## config.mk

```make
export PLATFORM = sky130hd
export DESIGN_NAME = pcs_store
export DESIGN_NICKNAME = d
export VERILOG_FILES = /design/src/pkg/pcs_pkg.sv /design/src/rtl/pcs_store.sv
export VERILOG_INCLUDE_DIRS = /design/src /design/src/pkg
export SDC_FILE = /design/constraint.sdc
export NUM_CORES = 1
export LEC_CHECK = 0
export ABC_AREA = 1
export BUFFER_PORTS_ARGS = -buffer_cell sky130_fd_sc_hd__buf_2
export CELL_PAD_IN_SITES_DETAIL_PLACEMENT = 0
export CELL_PAD_IN_SITES_GLOBAL_PLACEMENT = 1
export CORE_MARGIN = 2
export CORE_UTILIZATION = 25
export DETAILED_ROUTE_END_ITERATION = 10
export PLACE_DENSITY = 0.53
export SLEW_MARGIN = 20
export SYNTH_ARGS = -nofsm -noshare
export SYNTH_HDL_FRONTEND = slang
export SYNTH_SLANG_ARGS = --single-unit
export TNS_END_PERCENT = 10
```

## constraint.sdc

```tcl
create_clock -name clk_sys -period 2.05 [get_ports clk_sys]
set_input_delay 0.1025 -clock clk_sys [delete_from_list [all_inputs] [get_ports clk_sys]]
set_output_delay 0.1025 -clock clk_sys [all_outputs]
set_load 0.05 [all_outputs]
```

## src/pkg/pcs_params.svh

```systemverilog
`ifndef PCS_PARAMS_SVH
`define PCS_PARAMS_SVH
// command signatures written by the master
`define PCS_SIG_SAVE     32'h65766173
`define PCS_SIG_DISCARD  32'h64616f6c
// value left in a save subindex once the save is done
`define PCS_DONE_VAL     32'h00000001
// subindex to category mapping
`define PCS_SUB_ALL      8'h01
`define PCS_SUB_COMM     8'h02
`define PCS_SUB_APPL     8'h03
`define PCS_SUB_CUST     8'h04
`define PCS_SUB_DRIVE    8'h05
`define PCS_SUB_TUNE     8'h06
// category bit positions in a category mask
`define PCS_CAT_COMM     0
`define PCS_CAT_APPL     1
`define PCS_CAT_CUST     2
`define PCS_CAT_DRIVE    3
`define PCS_CAT_TUNE     4
// masks for the "all" subindex
`define PCS_MASK_ALL     5'h1f
`define PCS_MASK_FACTORY 5'h0f
`define PCS_MASK_NONE    5'h00
// marker cleared value
`define PCS_MARK_CLR     32'h00000000
// object indices of the command and marker entries
`define PCS_IDX_SAVE     16'h1010
`define PCS_IDX_DISCARD  16'h1011
`define PCS_IDX_MARKER   16'h1020
// marker subindices
`define PCS_MARK_SUB0    8'h01
`define PCS_MARK_SUB1    8'h02
// objects whose category membership is fixed inside this block
`define PCS_OBJ_OLCR_IDLE  16'h2036
`define PCS_OBJ_OLCR_VAL   16'h2037
`define PCS_OBJ_BRAKE      16'h2038
`define PCS_OBJ_CTRLWORD   16'h6040
`define PCS_OBJ_OPMODE     16'h6060
`define PCS_OBJ_HOMING     16'h6098
`define PCS_OBJ_MAXACC     16'h60c5
`define PCS_OBJ_DOUT       16'h60fe
`define PCS_OBJ_SUBMODE    16'h3202
`define PCS_OBJ_POLE_PAIRS 16'h2030
`define PCS_OBJ_MAX_SPEED  16'h2032
`define PCS_OBJ_I2T        16'h203b
`define PCS_OBJ_ENC_ALIGN  16'h2050
`define PCS_OBJ_ENC_RES    16'h2052
`define PCS_OBJ_ENC_CFG    16'h2059
`endif

```

## src/pkg/pcs_pkg.sv

```systemverilog
package pcs_pkg;
  // sequencer states
  typedef enum logic [2:0] {
    PCS_IDLE,
    PCS_SAVE,
    PCS_DISCARD,
    PCS_RESTART,
    PCS_LOAD
  } pcs_state_t;
  // command kinds written by the master
  typedef enum logic [1:0] {
    PCS_CMD_NONE,
    PCS_CMD_SAVE,
    PCS_CMD_DISCARD
  } pcs_cmd_t;
endpackage

```

## src/rtl/pcs_store.sv

```systemverilog
`timescale 1ns/1ns
`include "pcs_params.svh"
// Summary of operation
// - save signature stores that category only
// - finished save writes 1 into subindex
// - subindex 01 all, 02..06 single categories
// - discard signature deletes matching category data
// - discard-all keeps tuning; 06 clears tuning
// - discard ends with automatic restart
// - savable object writes clear modification markers
// - markers writable, saved with save-all
// - application category holds motion objects
// - drive holds submode; tuning motor data
// - only whole categories stored, never others
// - restart after discard reloads saved values; rstn clears the stored image
module pcs_store #(
  parameter int SAVE_CYCLES = 16                // cycles a store operation occupies the memory
) (
  input  wire logic        clk_sys,             // system clock, 20 MHz
  input  wire logic        rstn,                // asynchronous reset, active low
  input  wire logic        od_wr,               // one-cycle object dictionary write strobe
  input  wire logic [15:0] od_index,            // object index of the write
  input  wire logic [7:0]  od_sub,              // subindex of the write
  input  wire logic [31:0] od_wdata,            // write value
  input  wire logic        od_savable,          // written object belongs to some category
  input  wire logic [7:0]  rd_sub,              // subindex looked up on the read port
  output logic      [31:0] save_rdata_reg,      // save command entry at rd_sub
  output logic      [31:0] discard_rdata_reg,   // discard command entry at rd_sub
  output logic      [31:0] marker0_reg,         // modification marker, first entry
  output logic      [31:0] marker1_reg,         // modification marker, second entry
  output logic      [4:0]  store_mask_reg,      // categories being saved, one bit each
  output logic      [4:0]  erase_mask_reg,      // categories being discarded
  output logic      [4:0]  load_mask_reg,       // categories reloaded after reset
  output logic             busy_reg,            // a save or discard is running
  output logic             restart_reg          // one-cycle restart request to the controller
);
  // object indices of the command and marker entries
  localparam logic [15:0] IDX_SAVE    = `PCS_IDX_SAVE;
  localparam logic [15:0] IDX_DISCARD = `PCS_IDX_DISCARD;
  localparam logic [15:0] IDX_MARKER  = `PCS_IDX_MARKER;

  pcs_pkg::pcs_state_t state_reg;               // sequencer state
  logic [31:0] save_ent [1:6];                  // save command entries per subindex
  logic [31:0] disc_ent [1:6];                  // discard command entries per subindex
  logic [7:0]  op_sub_reg;                      // subindex that started the running save
  logic [15:0] cnt_reg;                         // store operation timer
  logic [4:0]  saved_reg;                       // categories with valid stored data
  logic [31:0] mark0_nv_reg;                    // marker copies kept with the saved data
  logic [31:0] mark1_nv_reg;

  // decode of the incoming write
  wire sub_ok   = (od_sub >= `PCS_SUB_ALL) && (od_sub <= `PCS_SUB_TUNE);
  wire wr_save  = od_wr && (od_index == IDX_SAVE) && sub_ok;
  wire wr_disc  = od_wr && (od_index == IDX_DISCARD) && sub_ok;
  wire wr_mark  = od_wr && (od_index == IDX_MARKER);
  wire idle     = (state_reg == pcs_pkg::PCS_IDLE);
  wire go_save  = wr_save && idle && (od_wdata == `PCS_SIG_SAVE);
  wire go_disc  = wr_disc && idle && (od_wdata == `PCS_SIG_DISCARD);
  // fixed category membership of well-known objects; owners of all other
  // objects flag membership on od_savable, so this list need not be complete
  wire obj_appl  = (od_index == `PCS_OBJ_OLCR_IDLE) || (od_index == `PCS_OBJ_OLCR_VAL)
                   || (od_index == `PCS_OBJ_BRAKE) || (od_index == `PCS_OBJ_CTRLWORD)
                   || (od_index == `PCS_OBJ_OPMODE) || (od_index == `PCS_OBJ_HOMING)
                   || (od_index == `PCS_OBJ_MAXACC) || (od_index == `PCS_OBJ_DOUT);
  wire obj_drive = (od_index == `PCS_OBJ_SUBMODE);
  wire obj_tune  = ((od_index >= `PCS_OBJ_POLE_PAIRS) && (od_index <= `PCS_OBJ_MAX_SPEED))
                   || (od_index == `PCS_OBJ_I2T)
                   || ((od_index >= `PCS_OBJ_ENC_ALIGN) && (od_index <= `PCS_OBJ_ENC_RES))
                   || (od_index == `PCS_OBJ_ENC_CFG);
  // objects outside every category never count as savable
  wire savable   = od_savable || obj_appl || obj_drive || obj_tune;
  // writes to save-all and to the marker itself leave markers alone
  wire mark_clr = od_wr && !wr_mark && (savable || wr_save || wr_disc)
                  && !(wr_save && od_sub == `PCS_SUB_ALL);
  wire timer_done = (cnt_reg == 16'(SAVE_CYCLES - 1));

  // subindex to category mask; discard-all spares tuning
  function automatic logic [4:0] cat_mask(input logic [7:0] sub, input logic disc);
    logic [4:0] m;
    m = `PCS_MASK_NONE;
    if (sub == `PCS_SUB_ALL)
      m = disc ? `PCS_MASK_FACTORY : `PCS_MASK_ALL;
    else if (sub >= `PCS_SUB_COMM && sub <= `PCS_SUB_TUNE)
      m = 5'(1 << (sub - `PCS_SUB_COMM));
    return m;
  endfunction

  // command entries: done value written back when the save ends
  genvar g;
  generate
    for (g = 1; g <= 6; g++) begin : g_ent
      always_ff @(posedge clk_sys or negedge rstn) begin
        if (!rstn) begin
          save_ent[g] <= `PCS_MARK_CLR;
          disc_ent[g] <= `PCS_MARK_CLR;
        end else begin
          if (state_reg == pcs_pkg::PCS_SAVE && timer_done && op_sub_reg == 8'(g))
            save_ent[g] <= `PCS_DONE_VAL;
          else if (wr_save && od_sub == 8'(g))
            save_ent[g] <= od_wdata;
          if (wr_disc && od_sub == 8'(g))
            disc_ent[g] <= od_wdata;
        end
      end
    end
  endgenerate

  // read port selection
  wire [31:0] save_rd = (rd_sub >= `PCS_SUB_ALL && rd_sub <= `PCS_SUB_TUNE) ? save_ent[rd_sub[2:0]] : 32'h0;
  wire [31:0] disc_rd = (rd_sub >= `PCS_SUB_ALL && rd_sub <= `PCS_SUB_TUNE) ? disc_ent[rd_sub[2:0]] : 32'h0;
  always_ff @(posedge clk_sys or negedge rstn) begin
    if (!rstn) begin
      save_rdata_reg    <= 32'h0;
      discard_rdata_reg <= 32'h0;
    end else begin
      save_rdata_reg    <= save_rd;
      discard_rdata_reg <= disc_rd;
    end
  end

  // markers: the load cycle wins, then a master write; any other savable write clears them
  always_ff @(posedge clk_sys or negedge rstn) begin
    if (!rstn) begin
      marker0_reg <= `PCS_MARK_CLR;
      marker1_reg <= `PCS_MARK_CLR;
    end else if (state_reg == pcs_pkg::PCS_LOAD) begin
      marker0_reg <= mark0_nv_reg;
      marker1_reg <= mark1_nv_reg;
    end else if (wr_mark && od_sub == `PCS_MARK_SUB0) begin
      marker0_reg <= od_wdata;
    end else if (wr_mark && od_sub == `PCS_MARK_SUB1) begin
      marker1_reg <= od_wdata;
    end else if (mark_clr) begin
      marker0_reg <= `PCS_MARK_CLR;
      marker1_reg <= `PCS_MARK_CLR;
    end
  end

  // sequencer; the stored image here stands in for the nonvolatile array and
  // models only which categories hold data and the two marker copies, since the objects live elsewhere
  always_ff @(posedge clk_sys or negedge rstn) begin
    if (!rstn) begin
      state_reg      <= pcs_pkg::PCS_LOAD;
      op_sub_reg     <= 8'h00;
      cnt_reg        <= 16'h0;
      store_mask_reg <= `PCS_MASK_NONE;
      erase_mask_reg <= `PCS_MASK_NONE;
      load_mask_reg  <= `PCS_MASK_NONE;
      busy_reg       <= 1'b0;
      restart_reg    <= 1'b0;
    end else begin
      restart_reg <= 1'b0;
      case (state_reg)
        pcs_pkg::PCS_LOAD: begin
          load_mask_reg <= saved_reg;
          state_reg     <= pcs_pkg::PCS_IDLE;
        end
        pcs_pkg::PCS_IDLE: begin
          cnt_reg <= 16'h0;
          if (go_save) begin
            state_reg      <= pcs_pkg::PCS_SAVE;
            op_sub_reg     <= od_sub;
            store_mask_reg <= cat_mask(od_sub, 1'b0);
            busy_reg       <= 1'b1;
          end else if (go_disc) begin
            state_reg      <= pcs_pkg::PCS_DISCARD;
            erase_mask_reg <= cat_mask(od_sub, 1'b1);
            busy_reg       <= 1'b1;
          end
        end
        pcs_pkg::PCS_SAVE, pcs_pkg::PCS_DISCARD: begin
          cnt_reg <= cnt_reg + 16'h1;
          if (timer_done) begin
            store_mask_reg <= `PCS_MASK_NONE;
            erase_mask_reg <= `PCS_MASK_NONE;
            busy_reg       <= (state_reg == pcs_pkg::PCS_DISCARD);
            state_reg      <= (state_reg == pcs_pkg::PCS_DISCARD) ? pcs_pkg::PCS_RESTART : pcs_pkg::PCS_IDLE;
          end
        end
        pcs_pkg::PCS_RESTART: begin
          restart_reg <= 1'b1;
          busy_reg    <= 1'b0;
          state_reg   <= pcs_pkg::PCS_LOAD;
        end
        default: state_reg <= pcs_pkg::PCS_IDLE;
      endcase
    end
  end

  // stored image: which categories hold data, plus marker copies
  always_ff @(posedge clk_sys or negedge rstn) begin
    if (!rstn) begin
      saved_reg    <= `PCS_MASK_NONE;
      mark0_nv_reg <= `PCS_MARK_CLR;
      mark1_nv_reg <= `PCS_MARK_CLR;
    end else if (timer_done && state_reg == pcs_pkg::PCS_SAVE) begin
      saved_reg <= saved_reg | store_mask_reg;
      if (op_sub_reg == `PCS_SUB_ALL) begin
        mark0_nv_reg <= marker0_reg;
        mark1_nv_reg <= marker1_reg;
      end
    end else if (timer_done && state_reg == pcs_pkg::PCS_DISCARD) begin
      saved_reg <= saved_reg & ~erase_mask_reg;
    end
  end
endmodule

```

# ---- Word-level counts from Yosys, hierarchy flattened
# Cells that the tools add are included.
dict set report classes {
  n_lt_le_gt_ge 10
  shift 1
  n_reduce_logical 77
  bitwise 4
  muxes 49
  eq_ne 40
  addsub 2
}
# cell count
set op_table {}
lappend op_table {{$mux W32} 25}
lappend op_table {{$bmux W32 S3} 2}
lappend op_table {{$eq A16 B14 Y1 const B} 6}
lappend op_table {{$eq A16 B15 Y1 const B} 5}
lappend op_table {{$eq A32 B31 Y1 const B} 2}
lappend op_table {{$eq A16 B13 Y1 const B} 3}
lappend op_table {{$eq A8 B3 Y1 const B} 6}
lappend op_table {{$mux W5} 9}
lappend op_table {{$logic_and A1 B1 Y1} 39}
lappend op_table {{$eq A8 B2 Y1 const B} 4}
lappend op_table {{$ge A16 B14 Y1 const B} 2}
lappend op_table {{$le A16 B14 Y1 const B} 2}
lappend op_table {{$pmux W16 S2} 1}
lappend op_table {{$pmux W5 S2} 2}
lappend op_table {{$add A16 B1 Y16 const B} 1}
lappend op_table {{$eq A16 B4 Y1 const B} 1}
lappend op_table {{$eq A8 B1 Y1 const B} 2}
lappend op_table {{$ge A8 B1 Y1 const B} 2}
lappend op_table {{$le A8 B3 Y1 const B} 2}
lappend op_table {{$reduce_bool A2 Y1} 8}
lappend op_table {{$logic_or A1 B1 Y1} 15}
lappend op_table {{$reduce_and A2 Y1} 5}
lappend op_table {{$mux W3} 3}
lappend op_table {{$pmux W3 S3} 1}
lappend op_table {{24 further kinds} 35}
dict set report totals {
  regBits 625
  in_bits 68
  output_inout_bits 145
}

# ---- Logic depth before layout (Yosys ltp)
# Gate-level depths: netlist of run 1.
dict set report logic_depth {
  word_depth 19
  mapped_depth 16
}

# ---- Worst setup path before layout of run 1
# Ideal clock, no wire load.
dict set report synth_path {
  path_type {register to register}
  from {reg cnt_reg[0]}
  to {reg save_ent[33] (netlist bit)}
  setup_slack_ns 0.188
  setup_ns 0.138
  n_path_buf 1
  stages_incl_launch_ff 12
  arrival_ns 1.724
  required_ns 1.912
  cell_sequence {dfrtp_1 ha_1 nand2_1 inv_1 nand2_1 nor2_1 nand2_1 nor2_1 nand4_1 nand3_1 clkbuf_1 o22ai_1}
}
dict set report synth_via {
  elab_chain_cells 4
}
# item line
set synth_rtl {}
lappend synth_rtl {{start, declared} pcs_store.sv:46} ;# logic [15:0] cnt_reg;
lappend synth_rtl {{start signal, assigned} pcs_store.sv:172} ;# cnt_reg <= cnt_reg + 16'h1;
lappend synth_rtl {{$eq A16 B4 Y1 (*)} pcs_store.sv:75} ;# wire timer_done = (cnt_reg == 16'(SAVE_CYCLES - 1));
lappend synth_rtl {{$logic_and A1 B1 Y1 (*) (2 in a row)} pcs_store.sv:97} ;# if (state_reg == pcs_pkg::PCS_SAVE && timer_done && op_sub_reg == 8'(g))
lappend synth_rtl {{$mux W32 / $reduce_bool A2 Y1 (equally long branches)} n/a}
lappend synth_rtl {{end signal, assigned by index} pcs_store.sv:94} ;# save_ent[g] <= `PCS_MARK_CLR;
lappend synth_rtl {{end signal, assigned by index} pcs_store.sv:98} ;# save_ent[g] <= `PCS_DONE_VAL;
lappend synth_rtl {{end signal, assigned by index} pcs_store.sv:100} ;# save_ent[g] <= od_wdata;
lappend synth_rtl {{end, declared} pcs_store.sv:43} ;# logic [31:0] save_ent [1:6];
# Every way passes the cells marked *; elsewhere a longest branch is shown, timed or not.
# A chain may end at the register's enable or synchronous reset.

# ---- Final worst setup path of run 1
dict set report layout_path {
  from {reg cnt_reg[1]}
  to {reg save_ent[183] (netlist bit)}
}
# Same word-level chain as after synthesis.

==> results of run 1 <==
## worst reg2reg max path, stage by stage, from the launching register on
cell and delay (ns):
dfrtp_1 0.38, ha_2 0.20, nand2_2 0.08, inv_2 0.05, nand2_4 0.07, nor2_4 0.04
nand3_4 0.09, buf_6 0.10, nor3_4 0.03, buf_4 0.14, a21oi_4 0.36, buf_12 0.21
nand2_1 0.06, o31ai_1 0.06
## synthesized netlist by cell type (all sizes together) (47+ instances only)
cell type	instances	share of area, %
nand2	830	11
dfrtp	624	57
o21ai	339	6.2
nor2	261	3.6
inv	215	2.9
clkbuf	180	2.5
nand3	160	2.9
o22ai	121	2.8
a21oi	118	2.2
o31ai	63	1.7
nor3	53	1.1
buf	47	1.0
## power groups by stage
| stage | Clock, uW | Sequential, uW | Combinational [uW] |
|---|---|---|---|
| global route | 14700 | 12400 | 2130 |
| detailed placement | 0 | 12600 | 1890 |
| floorplan | 0 | 12700 | 714 |
| finish | 13900 | 12400 | 1930 |
| global placement | 0 | 12600 | 1900 |
| CTS | 14300 | 12400 | 1950 |
## timing repair
item | CTS | global route
pin swaps | 3 | 10
endpoints found under the setup margin | 65 | 275
setup buffers | 5 | 4
gates cloned | 1 | 6
hold buffers | 35 | 1
endpoints found under the hold margin | 670 | 5
gates resized for setup | 7 | 91
## cell type report
class,count,area share (%)
diodes,1,0.007109
clock buffers,108,6.206
clock inverters,28,0.9953
inverters,216,2.350
multi-input cells,2121,29.75
flip-flops and latches,625,44.44
well taps,1414,5.026
repair buffers,457,11.23
## worst paths after layout
kind                            slack [ns]                    startpoint  cells after the start                               to
worst max register to register        0.08        cnt_reg[1]$_DFFE_PN0P_                     13        save_ent[183]$_DFFE_PN0P_
worst max-delay path                  0.08        cnt_reg[1]$_DFFE_PN0P_                     13        save_ent[183]$_DFFE_PN0P_
worst min-delay path                  0.04                  od_wdata[31]                      4        disc_ent[191]$_DFFE_PN0P_
min in group asynchronous             0.14                          rstn                      3     load_mask_reg[2]$_DFFE_PN0P_
max in group asynchronous             1.39                          rstn                      4  discard_rdata_reg[31]$_DFF_PN0_
worst min register to register        0.47  mark0_nv_reg[29]$_DFFE_PN0P_                      2     mark0_nv_reg[29]$_DFFE_PN0P_
## stage by stage
step	worst slack [ns]	hold slack [ns]
after global placement	-0.07996	0.01312
after global routing	-0.05915	0.03392
after CTS	-0.004813	-0.1629
after detailed placement	-0.1044	0.01689
final	0.07708	0.04292
after floorplan	0.1878	-0.1931
## cell families after synthesis
family	synth area share, %
AND/OR/NAND/NOR	20.33
buffers and inverters	6.406
XOR/XNOR	0.03183
flip-flops	56.83
AO/OA/AOI/OAI	16.27
adder cells (fa/ha/maj)	0.1364
## per-layer routing
| layer | part of all wire, % | global-route usage (%) |
|---|---|---|
| met1 | 48 | 24.97 |
| met4 | 1.5 | 3.416 |
| met2 | 46 | 28.61 |
| met3 | 4.5 | 2.964 |
| met5 | 0 | 0 |
==> key figures, run 1 <==
Run status
  – Status: finished, final reports clean

Yosys
  – Register area share after synthesis: 56.83%
  – Avg Cell Area, Syn: 8.630 um^2
  – Main synth FF type: dfrtp_1
  – Syn. warnings: 0
  – Mapped Area: 27520 um^2
  – Cells after Synth: 3189
  – Post-Syn Nets: 3260
  – Distinct cells, synth: 48
  – Post-synth ARST share: 100.0%
  – Number of synthesized flops with an enable pin: 0
  – Flops & latches, synth: 625

Pwr
  – NetSw: 6930 uW
  – Maximum vdd ir drop: 483.1 uV
  – Comb pwr share: 6.9%
  – Power, Total: 28170 uW
  – Clock power share: 49.2%
  – Pint: 21240 uW
  – P per Cell Area: 800.3 nW/um^2
  – Net Sw Frac: 24.60%
  – LEAKAGE: 0.01696 uW
  – Sequential share of power: 44.0%

Die
  – Die width: 335.8 um
  – # IOs: 213
  – Core footprint: 109000 um^2
  – Die Y-Extent: 335.8 um
  – Die area: 112800 um^2
  – FP Rows: 121
  – Initial core utilization: 25.25%

GRT
  – Vias in the first global route: 23735
  – Initial antenna violation count: 9
  – Grt ovf: 0
  – First-pass GRT wire length: 152700 um
  – Largest net degree at the start of global routing: 80
  – GRT Overall Usage: 17.70%

Finish
  – Biggest regs: disc_ent (192), save_ent (192)
  – Post-layout util: 32.29%
  – Layout Nets: 3568
  – Post-route cell area: 35200 um^2
  – Synthesis-to-layout area growth: 27.90%
  – Reg area: 15640 um^2
  – Final Non-Filler Cells: 4970
  – Share of layout cells above drive strength 1: 19.10%
  – Most frequent cells in the layout: 779 x nand2_1, 624 x dfrtp_1, 330 x o21ai_0, 241 x nor2_1, 209 x buf_2
  – Most common cell after layout, fill and taps aside: nand2_1
  – Filler cell count: 11529
  – Multi-input logic area: 10470 um^2

STA
  – Slew Limit Fails: 0
  – Fin crit share: 96.24%
  – Final hold violation count: 0
  – Worst Tran Pin Value: 1.097 ns
  – Setup Skew: 0.02472 ns
  – Fin crit period: 1.973 ns
  – Final setup viols: 0
  – Slew HR: 26.69%
  – RSZ-0062 raised after global routing: true
  – Final setup TNS: 0 ns
  – Max Clock Freq: 506.9 MHz

Drt
  – Routed WL: 101200 um
  – Drt initial violations: 1494
  – Via Count: 23463
  – DRT Pass-1 Iters: 6
  – ANT nets after route: 0
  – DR vias/cell: 4.721
  – DRC viols: 0
  – Wire length per cell: 20.36 um

Worst setup path
  – Worst path slowest cell: dfrtp_1
  – Max stage delay on crit path: 0.38 ns
  – Startpoint Class: flip-flop
  – Buf/Inv on CP: 4
  – Crit-path leading delay family: buffers and inverters
  – Req. time, crit path: 2.57 ns
  – CP cell instances: ha_2 -> nand2_2 -> inv_2 -> nand2_4 -> nor2_4 -> nand3_4 -> buf_6 -> nor3_4 -> buf_4 -> a21oi_4 -> buf_12 -> nand2_1 -> o31ai_1
  – Crit path DAT: 2.50 ns
  – Critical path class: flip-flop to flip-flop
  – Crit. End Element: flip-flop
  – CP Max Fanout: 14

Clock network
  – Clock root buffer: clkbuf_16
  – Clock Latency Late Sink: 0.64 ns
  – # H-tree levels: 3
  – CTS tree: done
  – Worst-path clk slew: 0.06 ns
  – Clock Sink Count: 625
  – Clock Path Buffers: 3
  – Num CTS Buffers: 76

Placement
  – GP Congestion: 0.7577
  – Placed wire-length estimate: 64430 um
  – Post-placement cell area: 31760 um^2
  – Port bufs: 212
  – Dpl cells: 4782

Run
  – Max-Cap Viols: 0

Min path
  – Hold crit path type: input pin to flip-flop
No activity file was read; power rests on OpenSTA's default activity.
==> run 2, diff against run 1 <==
- CAP_MARGIN: unset -> 20
- PLACE_DENSITY: 0.53 -> 0.54
- SETUP_SLACK_MARGIN: unset -> 0.4
- clock period: 2.05 -> 1.63 ns (I/O delays scaled with it)
==> run 2 against run 1 <==
  * The flow now finishes with violations (setup timing)
  * Critical path type unchanged
  * Worst setup slack worse by 0.41 ns
  * Power increased by 29%
  * First-iteration DRC count is 7.6% higher
  * Largest cell class unchanged
==> key figures, run 2 (synthesis gave the netlist of run 1 again) <==
Placement
  – Port bufs: 212
  – GP Congestion: 0.7852
  – Placed wire-length estimate: 67460 um
  – Worst slack, placed: -0.3797 ns

Clock network
  – CTS tree: done
  – # H-tree levels: 3
  – Clock Sink Count: 625
  – Clock root buffer: clkbuf_16
  – Worst-path clk slew: 0.06 ns
  – Clock Latency Late Sink: 0.63 ns
  – Num CTS Buffers: 77
  – Clock Path Buffers: 3

Worst setup path
  – CP dominant cell by count: buf_12
  – Max stage delay on crit path: 0.39 ns
  – CP cell instances: inv_2 -> nand4_1 -> nor2_2 -> nand3_4 -> nor3_4 -> buf_12 -> buf_12 -> inv_12 -> clkbuf_16 -> nand2_2 -> nand2_1
  – Worst path slowest cell: dfrtp_1
  – Req. time, crit path: 2.16 ns
  – Crit path DAT: 2.50 ns
  – Crit. End Element: flip-flop
  – Critical path class: flip-flop to flip-flop
  – Startpoint Class: flip-flop
  – R2R depth: 11
  – Cell count along the critical path: 11
  – CP Max Fanout: 8
  – Buf/Inv on CP: 5
  – Crit-path leading delay family: simple AND/OR/NAND/NOR gates

Pwr
  – LEAKAGE: 0.01808 uW
  – Maximum vdd ir drop: 667.6 uV
  – P per Cell Area: 969.6 nW/um^2

GRT
  – GRT Overall Usage: 18.15%
  – Met1 global-route usage: 25.64%
  – Vias in the first global route: 24686
  – Largest net degree at the start of global routing: 77
  – First-pass GRT wire length: 157200 um
  – Initial antenna violation count: 9
  – Grt met2 use: 28.53%
  – Grt ovf: 0
  – Met3 Use GR: 3.351%
  – Layer with the highest usage: met2

STA
  – RSZ-0062 raised after global routing: true
  – Fin crit share: 120.6%
  – Final setup TNS: -60.05 ns
  – Worst Tran Pin Value: 0.6309 ns
  – Final hold violation count: 0
  – Minimum setup slack in the final design: -0.3365 ns
  – Final setup viols: 277
  – Setup Skew: 0.02053 ns
  – Slew HR: 57.89%
  – Fin crit period: 1.967 ns
  – Slew Limit Fails: 0
  – Max Clock Freq: 508.5 MHz

Finish
  – Layout Nets: 3759
  – Biggest regs: disc_ent (192), save_ent (192)
  – Filler cell count: 11473
  – Reg area: 15640 um^2
  – Most frequent cells in the layout: 745 x nand2_1, 624 x dfrtp_1, 295 x buf_4, 283 x o21ai_0, 220 x nor2_1
  – Most common cell after layout, fill and taps aside: nand2_1
  – Share of layout cells above drive strength 1: 25.53%
  – Multi-input logic area: 10860 um^2
  – Synthesis-to-layout area growth: 35.92%

Run status
  – Failing checks: setup timing
  – Status: finished, violations left

Drt
  – Via Count: 24332
  – Routed WL: 102300 um
  – DRT Pass-1 Iters: 7
  – DR vias/cell: 4.712
  – Drt initial violations: 1607
  – ANT nets after route: 0
  – Wire length per cell: 19.82 um
  – DRC viols: 0

Min path
  – Worst hold path stage count: 4
  – Hold crit path type: input pin to flip-flop

Die
  – Die area: 112800 um^2
  – Initial core utilization: 25.25%
  – Die width: 335.8 um
  – # IOs: 213
  – FP Rows: 121
  – Die Y-Extent: 335.8 um
  – Core footprint: 109000 um^2

Run
  – Max-Cap Viols: 0
-- run 2: changes by cell type in the layout (fill, tap and decap cells not counted), sizes merged --
cell	change
clkbuf	+4
clkinvlp	+4
diode	+1
dlygate4sd3	+5
inv	-1
dlymetal6s4s	+1
bufinv	-1
bufbuf	+1
buf	+186
clkinv	-6
-- run 2: final timing paths --
check                                       startpoint  slack, ns                              end
max                            cnt_reg[14]$_DFFE_PN0P_      -0.34     mark1_nv_reg[10]$_DFFE_PN0P_
min                                          rd_sub[2]       0.03  discard_rdata_reg[31]$_DFF_PN0_
max reg2reg                    cnt_reg[14]$_DFFE_PN0P_      -0.34     mark1_nv_reg[10]$_DFFE_PN0P_
min reg2reg                mark1_nv_reg[2]$_DFFE_PN0P_       0.47      mark1_nv_reg[2]$_DFFE_PN0P_
max in group asynchronous                         rstn       0.82        save_ent[175]$_DFFE_PN0P_
min in group asynchronous                         rstn       0.12       marker0_reg[6]$_DFFE_PN0P_
-- run 2: per-layer routing --
layer / vias up / wire (um)
li1: 11738 / -
met2: 518 / 46330
met5: - / 13
met4: 2 / 2543
met1: 11933 / 48600
met3: 141 / 4862
-- run 2: stage by stage --
step / instance area (um^2) / util, % / hold WS [ns] / total power (uW) / std cells
2_1_floorplan: 27680 / - / -0.2141 / 16850 / 3189
3_3_place_gp: 33330 / 30.57 / -0.05655 / 18420 / 4962
3_5_place_dp: 33330 / 30.57 / -0.05554 / 18410 / 4962
4_1_cts: 36810 / 33.77 / 0.005762 / 36760 / 5154
5_1_grt: 37400 / 34.31 / 0.03175 / 37700 / 5162
6_report: 37410 / 34.32 / 0.02785 / 36270 / 5164
-- run 2: final cells by class --
| cell class | count | share of cell area [%] |
|---|---|---|
| multi-input combinational | 2121 | 29.04 |
| sequential | 625 | 41.81 |
| timing repair buffer | 647 | 15.07 |
| tap | 1414 | 4.729 |
| clock inverter | 24 | 0.8529 |
| inverter | 216 | 2.214 |
| antenna | 2 | 0.01338 |
| clock buffer | 115 | 6.268 |
-- run 2: repair_timing --
| action | 4_1_cts | 5_1_grt |
|---|---|---|
| setup buffers | 9 | 6 |
| resized for setup | 74 | 177 |
| pin swaps | 12 | 29 |
| setup endpoints to repair | 512 | 713 |
| endpoints found under the hold margin | 717 | 0 |
| cloned | 3 | 2 |
| hold buffers | 41 | 0 |
-- run 2: power breakdown --
group,internal (uW),switching [uW]
combinational,913,1780
clock,10900,7090
sequential,15600,22.0
total,27400,8890
-- run 2: tightest hold or removal path: stages --
cell      delay [ns]
buf_4           0.14
buf_12          0.19
nor2_1          0.14
a311oi_1        0.06
